$ cat config.mk
export PLATFORM = sky130hd
export DESIGN_NAME = msr_top
export DESIGN_NICKNAME = d
export VERILOG_FILES = /design/src/msr_top.v
export VERILOG_INCLUDE_DIRS = /design/src
export SDC_FILE = /design/constraint.sdc
export NUM_CORES = 1
export LEC_CHECK = 0
export BUFFER_PORTS_ARGS = -buffer_cell sky130_fd_sc_hd__buf_2
export CAP_MARGIN = 40
export CORE_ASPECT_RATIO = 0.9
export CORE_MARGIN = 4
export CORE_UTILIZATION = 56
export CTS_CLUSTER_SIZE = 12
export DETAILED_ROUTE_END_ITERATION = 12
export PLACE_DENSITY = 0.8
export SETUP_SLACK_MARGIN = 0.4
export SLEW_MARGIN = 20
export SYNTH_ARGS = -nofsm -noshare
export SYNTH_HDL_FRONTEND = slang
export SYNTH_SLANG_ARGS = --single-unit
$ cat constraint.sdc
create_clock -name pclk -period 3.8 [get_ports pclk]
set_clock_uncertainty 0.1 [all_clocks]
set_input_delay 0.19 -clock pclk [delete_from_list [all_inputs] [get_ports pclk]]
set_output_delay 0.19 -clock pclk [all_outputs]
set_load 0.01 [all_outputs]
$ cat src/msr_consts.vh
// constants for the multiprocessor send request checker
// assumes inclusion by bare name from msr_top.v
`ifndef MSR_CONSTS_VH
`define MSR_CONSTS_VH

// ----------------------------------------
// register byte offsets
// ----------------------------------------
`define MSR_OFF_CTRL 12'h000
`define MSR_OFF_PARAM 12'h004
`define MSR_OFF_RESULT 12'h008
`define MSR_OFF_CAP 12'h00c
`define MSR_OFF_INT_STAT 12'h010
`define MSR_OFF_INT_MASK 12'h014

// ----------------------------------------
// field positions
// ----------------------------------------
`define MSR_CTRL_START 0
`define MSR_CTRL_INIT_OK 1
`define MSR_CTRL_OWN_LSB 8
`define MSR_RES_BUSY 16
`define MSR_INT_DONE 0
`define MSR_INT_WARN 1
`define MSR_INT_ERR 2

// ----------------------------------------
// reset values
// ----------------------------------------
`define MSR_RST_OWN 3'h0
`define MSR_RST_CAP 32'h00000000
`define MSR_RST_MASK 3'h0

// ----------------------------------------
// limits and condition codes
// ----------------------------------------
`define MSR_CPU_MIN 8'h01
`define MSR_CPU_MAX 8'h04
`define MSR_TYPE_STD 8'h01
`define MSR_TYPE_EXT 8'h02
`define MSR_RSVD_LAST 8'h02
`define MSR_FIELD_WORDS 16'h0020
`define MSR_CC_OK 8'h00
`define MSR_CC_DEST 8'h41
`define MSR_CC_CALL 8'h43
`define MSR_CC_QUEUE 8'h44
`define MSR_CC_TYPE 8'h45
`define MSR_CC_RSVD 8'h46
`define MSR_CC_NOBLK 8'h47
`define MSR_CC_FIELD 8'h48
`define MSR_CC_FULL 8'h81

`endif

$ cat src/msr_top.v
// send request checker: validates a send parameter set, copies the
// selected field of a data block into the coordinator buffer.
// assumes block info, word memory and buffer all run on pclk; word
// memory answers a read in the same cycle as mem_rd.
//
// Notes on behaviour
// [RULE1] requester gives destination 1..4, not own
// [RULE2] bad destination answers code 65
// [RULE3] type 1 standard, 2 extended, else 69
// [RULE4] reserved blocks 0..2 answer code 70
// [RULE5] missing block answers code 71
// [RULE6] field n covers words 32n..32n+31
// [RULE7] short last field sends 1..32 words
// [RULE8] field past block end: code 72
// [RULE9] active lower level call answers 67
// [RULE10] no init or corrupt own number: 67
// [RULE11] inconsistent queue data answers code 68
// [RULE12] zero capacity: nothing sent, code 129
// [RULE13] requester repeats after a warning
// [RULE14] no initialization conflict codes ever
// [RULE15] requester lays out six parameter bytes; the PARAM register takes four
// [RULE16] report remaining capacity of the link
// [RULE17] copy field into destination link buffer
// [RULE18] success: capacity minus one, code 0
`timescale 1ns/1ps
`include "msr_consts.vh"

module msr_top #(
  parameter LEN_W = 16
) (
  input wire pclk, // bus clock
  input wire presetn, // async reset, low
  input wire psel, // apb select
  input wire penable, // apb access phase
  input wire pwrite, // apb direction
  input wire [11:0] paddr, // apb byte address
  input wire [31:0] pwdata, // apb write data
  output reg [31:0] prdata, // apb read data
  output wire pready, // apb ready
  output wire pslverr, // apb error
  output wire irq, // level interrupt
  input wire lower_level_active, // comm call busy below
  input wire queue_bad, // link queue data broken
  output wire [7:0] blk_type, // queried block type
  output wire [7:0] blk_num, // queried block number
  input wire blk_exists, // block present
  input wire [LEN_W-1:0] blk_len, // block length words
  output reg mem_rd, // word read strobe
  output reg [LEN_W-1:0] mem_addr, // block_word index
  input wire [15:0] mem_data, // word in the mem_rd cycle
  output reg buf_valid, // buffer word valid
  input wire buf_ready, // buffer takes word
  output reg [15:0] buf_data, // buffer word
  output reg [1:0] buf_link, // link index dest-1
  output reg buf_last // last word of field
);

  // ----------------------------------------
  // states
  // ----------------------------------------
  localparam ST_IDLE = 3'd0;
  localparam ST_LOOK = 3'd1;
  localparam ST_EVAL = 3'd2;
  localparam ST_READ = 3'd3;
  localparam ST_WAIT = 3'd4;
  localparam ST_SEND = 3'd5;

  reg [2:0] state_r;
  reg [2:0] state_nxt;

  // ----------------------------------------
  // register file
  // ----------------------------------------
  reg init_ok_r;
  reg [2:0] own_r;
  reg [7:0] dest_r;
  reg [7:0] type_r;
  reg [7:0] num_r;
  reg [7:0] field_r;
  reg [7:0] cc_r;
  reg [31:0] cap_r;
  reg [2:0] int_stat_r;
  reg [2:0] int_mask_r;
  reg exists_r;
  reg [LEN_W-1:0] len_r;
  reg [LEN_W-1:0] end_r;
  reg [LEN_W-1:0] addr_r;

  wire wr_en;
  wire rd_en;
  wire busy;
  wire start;
  wire [1:0] link;
  wire [7:0] link_cap;
  wire [LEN_W-1:0] first_w;
  wire [LEN_W-1:0] room_w;
  wire [LEN_W-1:0] end_w;
  wire dest_bad;
  wire call_bad;
  wire type_bad;
  wire rsvd_bad;
  wire field_bad;
  wire ev_done;
  wire ev_warn;
  wire ev_err;
  reg [7:0] cc_nxt;
  reg addr_hit;

  assign wr_en = psel && penable && pwrite;
  assign rd_en = psel && !pwrite;
  assign pready = 1'b1;
  assign pslverr = psel && penable && !addr_hit;
  assign busy = (state_r != ST_IDLE);
  // start ignored while a request is running
  assign start = wr_en && (paddr == `MSR_OFF_CTRL) && pwdata[`MSR_CTRL_START] && !busy;
  assign blk_type = type_r;
  assign blk_num = num_r;
  assign link = dest_r[1:0] - 2'b01;
  // [RULE16] capacity of selected link
  assign link_cap = cap_r[{link, 3'b000} +: 8];

  always @* begin
    case (paddr)
      `MSR_OFF_CTRL, `MSR_OFF_PARAM, `MSR_OFF_RESULT,
      `MSR_OFF_CAP, `MSR_OFF_INT_STAT, `MSR_OFF_INT_MASK: addr_hit = 1'b1;
      default: addr_hit = 1'b0;
    endcase
  end

  always @* begin
    prdata = 32'h00000000;
    if (rd_en) begin
      case (paddr)
        `MSR_OFF_CTRL: prdata = {21'h000000, own_r, 6'h00, init_ok_r, 1'b0};
        `MSR_OFF_PARAM: prdata = {field_r, num_r, type_r, dest_r};
        `MSR_OFF_RESULT: prdata = {15'h0000, busy, link_cap, cc_r};
        `MSR_OFF_CAP: prdata = cap_r;
        `MSR_OFF_INT_STAT: prdata = {29'h00000000, int_stat_r};
        `MSR_OFF_INT_MASK: prdata = {29'h00000000, int_mask_r};
        default: prdata = 32'h00000000;
      endcase
    end
  end

  // ----------------------------------------
  // parameter checks
  // ----------------------------------------
  // [RULE2] destination range and own number
  assign dest_bad = (dest_r < `MSR_CPU_MIN) || (dest_r > `MSR_CPU_MAX) ||
                    (dest_r == {5'h00, own_r});
  // [RULE9] [RULE10] call sequence checks
  assign call_bad = lower_level_active || !init_ok_r ||
                    (own_r == 3'h0) || (own_r > `MSR_CPU_MAX);
  // [RULE3] only two block types
  assign type_bad = (type_r != `MSR_TYPE_STD) && (type_r != `MSR_TYPE_EXT);
  // [RULE4] reserved block numbers
  assign rsvd_bad = (num_r <= `MSR_RSVD_LAST);
  // [RULE6] field start is 32 times n
  assign first_w = {{(LEN_W-13){1'b0}}, field_r, 5'b00000};
  // [RULE8] first word beyond block end
  assign field_bad = (first_w >= len_r);
  assign room_w = len_r - first_w;
  // [RULE7] clip field at block end
  assign end_w = (room_w > `MSR_FIELD_WORDS) ? (first_w + `MSR_FIELD_WORDS - 1'b1)
                                             : (len_r - 1'b1);

  // [RULE14] only error, warning or success codes
  always @* begin
    if (call_bad)
      cc_nxt = `MSR_CC_CALL;
    else if (dest_bad)
      cc_nxt = `MSR_CC_DEST;
    else if (type_bad)
      cc_nxt = `MSR_CC_TYPE;
    else if (rsvd_bad)
      cc_nxt = `MSR_CC_RSVD;
    // [RULE5] nonexistent block
    else if (!exists_r)
      cc_nxt = `MSR_CC_NOBLK;
    else if (field_bad)
      cc_nxt = `MSR_CC_FIELD;
    // [RULE11] broken queue management data
    else if (queue_bad)
      cc_nxt = `MSR_CC_QUEUE;
    // [RULE12] buffer full warning
    else if (link_cap == 8'h00)
      cc_nxt = `MSR_CC_FULL;
    else
      cc_nxt = `MSR_CC_OK;
  end

  // ----------------------------------------
  // sequencer
  // ----------------------------------------
  always @* begin
    state_nxt = state_r;
    case (state_r)
      ST_IDLE: if (start) state_nxt = ST_LOOK;
      ST_LOOK: state_nxt = ST_EVAL;
      ST_EVAL: state_nxt = (cc_nxt == `MSR_CC_OK) ? ST_READ : ST_IDLE;
      ST_READ: state_nxt = ST_WAIT;
      ST_WAIT: state_nxt = ST_SEND;
      ST_SEND: begin
        if (buf_ready)
          state_nxt = buf_last ? ST_IDLE : ST_READ;
      end
      default: state_nxt = ST_IDLE;
    endcase
  end

  assign ev_done = (state_r == ST_SEND) && buf_ready && buf_last;
  assign ev_warn = (state_r == ST_EVAL) && (cc_nxt == `MSR_CC_FULL);
  assign ev_err = (state_r == ST_EVAL) && (cc_nxt != `MSR_CC_FULL) &&
                  (cc_nxt != `MSR_CC_OK);
  assign irq = |(int_stat_r & int_mask_r);

  always @(posedge pclk or negedge presetn) begin
    if (!presetn) begin
      state_r <= ST_IDLE;
      init_ok_r <= 1'b0;
      own_r <= `MSR_RST_OWN;
      dest_r <= 8'h00;
      type_r <= 8'h00;
      num_r <= 8'h00;
      field_r <= 8'h00;
      cc_r <= `MSR_CC_OK;
      cap_r <= `MSR_RST_CAP;
      int_stat_r <= 3'h0;
      int_mask_r <= `MSR_RST_MASK;
      exists_r <= 1'b0;
      len_r <= {LEN_W{1'b0}};
      end_r <= {LEN_W{1'b0}};
      addr_r <= {LEN_W{1'b0}};
      mem_rd <= 1'b0;
      mem_addr <= {LEN_W{1'b0}};
      buf_valid <= 1'b0;
      buf_data <= 16'h0000;
      buf_link <= 2'b00;
      buf_last <= 1'b0;
    end else begin
      state_r <= state_nxt;
      mem_rd <= 1'b0;
      if (wr_en && (paddr == `MSR_OFF_CTRL)) begin
        init_ok_r <= pwdata[`MSR_CTRL_INIT_OK];
        own_r <= pwdata[`MSR_CTRL_OWN_LSB +: 3];
      end
      // parameters frozen while busy
      if (wr_en && (paddr == `MSR_OFF_PARAM) && !busy) begin
        dest_r <= pwdata[7:0];
        type_r <= pwdata[15:8];
        num_r <= pwdata[23:16];
        field_r <= pwdata[31:24];
      end
      if (wr_en && (paddr == `MSR_OFF_INT_MASK))
        int_mask_r <= pwdata[2:0];
      // set wins over a same-cycle clear
      if (wr_en && (paddr == `MSR_OFF_INT_STAT))
        int_stat_r <= (int_stat_r & ~pwdata[2:0]) | {ev_err, ev_warn, ev_done};
      else
        int_stat_r <= int_stat_r | {ev_err, ev_warn, ev_done};
      if (state_r == ST_LOOK) begin
        exists_r <= blk_exists;
        len_r <= blk_len;
      end
      if (state_r == ST_EVAL) begin
        cc_r <= cc_nxt;
        end_r <= end_w;
        addr_r <= first_w;
      end
      // [RULE17] fetch next block word
      if (state_r == ST_READ) begin
        mem_rd <= 1'b1;
        mem_addr <= addr_r;
      end
      if (state_r == ST_WAIT) begin
        buf_valid <= 1'b1;
        buf_data <= mem_data;
        buf_link <= link;
        buf_last <= (addr_r == end_r);
      end
      if ((state_r == ST_SEND) && buf_ready) begin
        buf_valid <= 1'b0;
        buf_last <= 1'b0;
        addr_r <= addr_r + 1'b1;
      end
      // [RULE18] take one field of capacity
      if (ev_done)
        cap_r[{link, 3'b000} +: 8] <= link_cap - 8'h01;
      else if (wr_en && (paddr == `MSR_OFF_CAP) && !busy)
        cap_r <= pwdata;
    end
  end

endmodule

==> flow_metrics.py <==
metrics = {
    "timing": {
        "relSlewSlack_pct": 44.32,
        "fin_ws_ps": 629.5,
        "setup_viol": 0,
        "fmax_mhz": 315.4,
        "hold_viol": 0,
        "worst_pin_slew_ps": 828.8,
        "drv_slew": 0,
        "hold_slack_ps": 35.76,
        "setup-tns-final_ps": 0,
        "finalCritPeriodShare_pct": 83.43,
        "finalCriticalPeriod_ps": 3171,
        "rsz0062_at_grt": "false",
    },
    "placed_design": {
        "pre_cts_slack_ps": 718.1,
        "io_buffers": 171,
        "place.gp.congestion": 0.9367,
        "post-dp-hpwl_um": 19670,
    },
    "layout": {
        "nFillCells": 1192,
        "diodes": 0,
        "area_growth_pct": 25.55,
        "layout.nets": 1317,
        "layout-drive-gt1-share_pct": 23.55,
    },
    "clock_tree": {
        "post_cts_buffers": 0,
        "htree_levels": 4,
        "cts_inserted_buffers": 17,
        "cts_buffer_depth": 2,
        "tritoncts": "done",
        "clkLatencyLatePin_ps": 430,
        "clock_sinks": 169,
        "cts-root-buf": "clkbuf_16",
        "clk_pin_slew_ps": 70,
    },
    "floorplan": {
        "die_w_um": 144.1,
        "core_um2": 16240,
        "initial_core_util_pct": 57.50,
        "ioPinCount": 173,
        "die_area_um2": 18810,
        "die_h_um": 130.5,
        "num_rows": 44,
    },
    "critical_path": {
        "endpoint_kind": "flip-flop",
        "path_cells": "inv_1 -> ha_1 -> fa_1 -> nor2b_1 -> o211ai_1 -> a221oi_1 -> mux2i_1 -> buf_4 -> nand4_1 -> o22a_1",
        "cp_top_family": "compound AO/OA/AOI/OAI gates",
        "arrival_ps": 3390,
        "cp_max_fo": 9,
        "cp.required_ps": 4020,
        "crit_type": "reg2reg",
        "cpPeakStageDelay_ps": 480,
        "slowest_stage": "a221oi_1",
        "worst-path-buf-inv": 2,
        "startpoint_type": "flip-flop",
    },
    "yosys": {
        "synth_seq_cells": 169,
        "synthesis.instances": 996,
        "yosysMostFrequentCell": "dfrtp_1",
        "ys_warn_count": 0,
        "synthesis.nets": 1099,
        "ys_top_cells_by_area": "dfrtp_1, nand2_1, mux2_2",
        "synth_area_per_cell_um2": 9.375,
        "synth_top_cell_by_area": "dfrtp_1",
        "ys_seq_area_share_pct": 45.29,
        "synth_edf_count": 0,
        "netlist_area_um2": 9338,
        "yosysTopAreaCellShare_pct": 45.29,
        "synth_commonest_cells": "dfrtp_1, nand2_1, nor2_1, a21oi_1, mux2_2",
        "ys.flop_type": "dfrtp_1",
        "async_reset_ff_share_pct": 100.0,
        "synth_cell_types": 72,
    },
    "global_routing": {
        "grt_pass1_wl_um": 44970,
        "grt_usage_pct": 30.45,
        "grt_max_degree": 90,
        "grt_pass1_vias": 8520,
        "antenna_found_initial": 0,
        "grt-ovfl-total": 0,
    },
    "power": {
        "p_per_area_nw_per_um2": 551.3,
        "ir_drop_mv": 0.3742,
        "total_power_mw": 6.463,
        "p_leak_nw": 5.552,
    },
    "detailed_routing": {
        "ant_nets": 0,
        "drc": 0,
        "wl_per_cell_um": 19.69,
        "first_iter_violations": 925,
        "viasPerCell": 6.156,
        "wirelength_um": 28240,
        "drtPass1Iterations": 6,
        "vias": 8828,
    },
    "status": {
        "status": "finished, final reports clean",
    },
    "worst_hold_path": {
        "hold_class": "in2async",
    },
    "run": {
        "maxCapViolations": 0,
    },
}
-- stage by stage --
stage                     util, %  std cells  area (µm²)
after floorplan                 -        996        9338
after global placement      63.60       1331       10330
after detailed placement    63.83       1334       10370
after CTS                   72.00       1433       11690
after global routing        72.19       1434       11720
final                       72.19       1434       11720
-- cell usage in the layout, fill, tap and decap left out, types with 19 or more instances in the layout --
| master | count |
|---|---|
| a22oi_1 | 32 |
| inv_1 | 31 |
| nand2_1 | 167 |
| o21ai_0 | 41 |
| dlygate4sd3_1 | 67 |
| xnor2_1 | 24 |
| buf_2 | 170 |
| dfrtp_1 | 169 |
| a21oi_1 | 57 |
| nor3_1 | 19 |
| mux2_2 | 50 |
| nor2_1 | 93 |
-- flip-flops by register name, summed over array words and instances (netlist names), 2 cells and up --
| name | cells |
|---|---|
| mem_addr | 16 |
| state_r | 3 |
| addr_r | 16 |
| int_mask_r | 3 |
| int_stat_r | 3 |
| buf_link | 2 |
| buf_data | 16 |
| blk_type | 8 |
| own_r | 3 |
| cap_r | 32 |
| blk_num | 8 |
| dest_r | 8 |
| cc_r | 6 |
| field_r | 8 |
| len_r | 16 |
| end_r | 16 |
-- path summary, 6_finish.rpt --
check / startpoint / endpoint / slack (ps) / depth (start not counted)
worst max-delay path: len_r[5] / end_r[4] / 630 / 10
worst max register to register: len_r[5] / end_r[4] / 630 / 10
min in group pclk: buf_ready / state_r[2] / 40 / 4
worst min-delay path: presetn / addr_r[6] / 40 / 2
worst min register to register: mem_addr[12] / mem_addr[12] / 370 / 2
max in group asynchronous: presetn / cap_r[16] / 2910 / 3
-- cell families (layout without fill, tap and decap cells) --
logic type / Yosys count / count (layout) / share of synthesized area, %
AO/OA/AOI/OAI: 229 / 229 / 15.92
flip-flops: 169 / 169 / 45.29
adder cells (fa/ha/maj): 18 / 18 / 2.492
other: 1 / 1 / 0.04016
multiplexers: 75 / 75 / 9.849
XOR/XNOR: 38 / 38 / 3.564
AND/OR/NAND/NOR: 379 / 379 / 18.97
buffers and inverters: 87 / 318 / 3.872
-- layer usage --
layer | global-route usage (%) | vias up | wire length [µm]
met5 | 0 | - | 0
met1 | 44.17 | 4291 | 12300
met4 | 8.084 | 0 | 573
met3 | 5.859 | 48 | 2396
li1 | - | 4020 | -
met2 | 47.37 | 469 | 12960
-- report_power, final --
group / total [mW] / internal, mW / leakage [nW] / switching [mW]
sequential: 2.62 / 2.20 / 2.16 / 0.420
clock: 1.94 / 1.16 / 0.317 / 0.782
combinational: 1.90 / 0.847 / 3.08 / 1.05
-- repair_timing --
item	4_1_cts	5_1_grt
hold buffers	67	0
hold endpoints to repair	167	0
gates resized for setup	0	1
setup endpoints to repair	0	1
-- layout make-up --
cell class / count / area [µm²] / area share [%]
flip-flops and latches: 169 / 4229 / 36.07
repair buffers: 255 / 1708 / 14.57
multi-input cells: 740 / 4755 / 40.56
clock inverters: 13 / 203.9 / 1.740
inverters: 31 / 116.4 / 0.9925
clock buffers: 19 / 452.9 / 3.863
well taps: 207 / 259.0 / 2.209
Power figures use the tool's default switching activity.
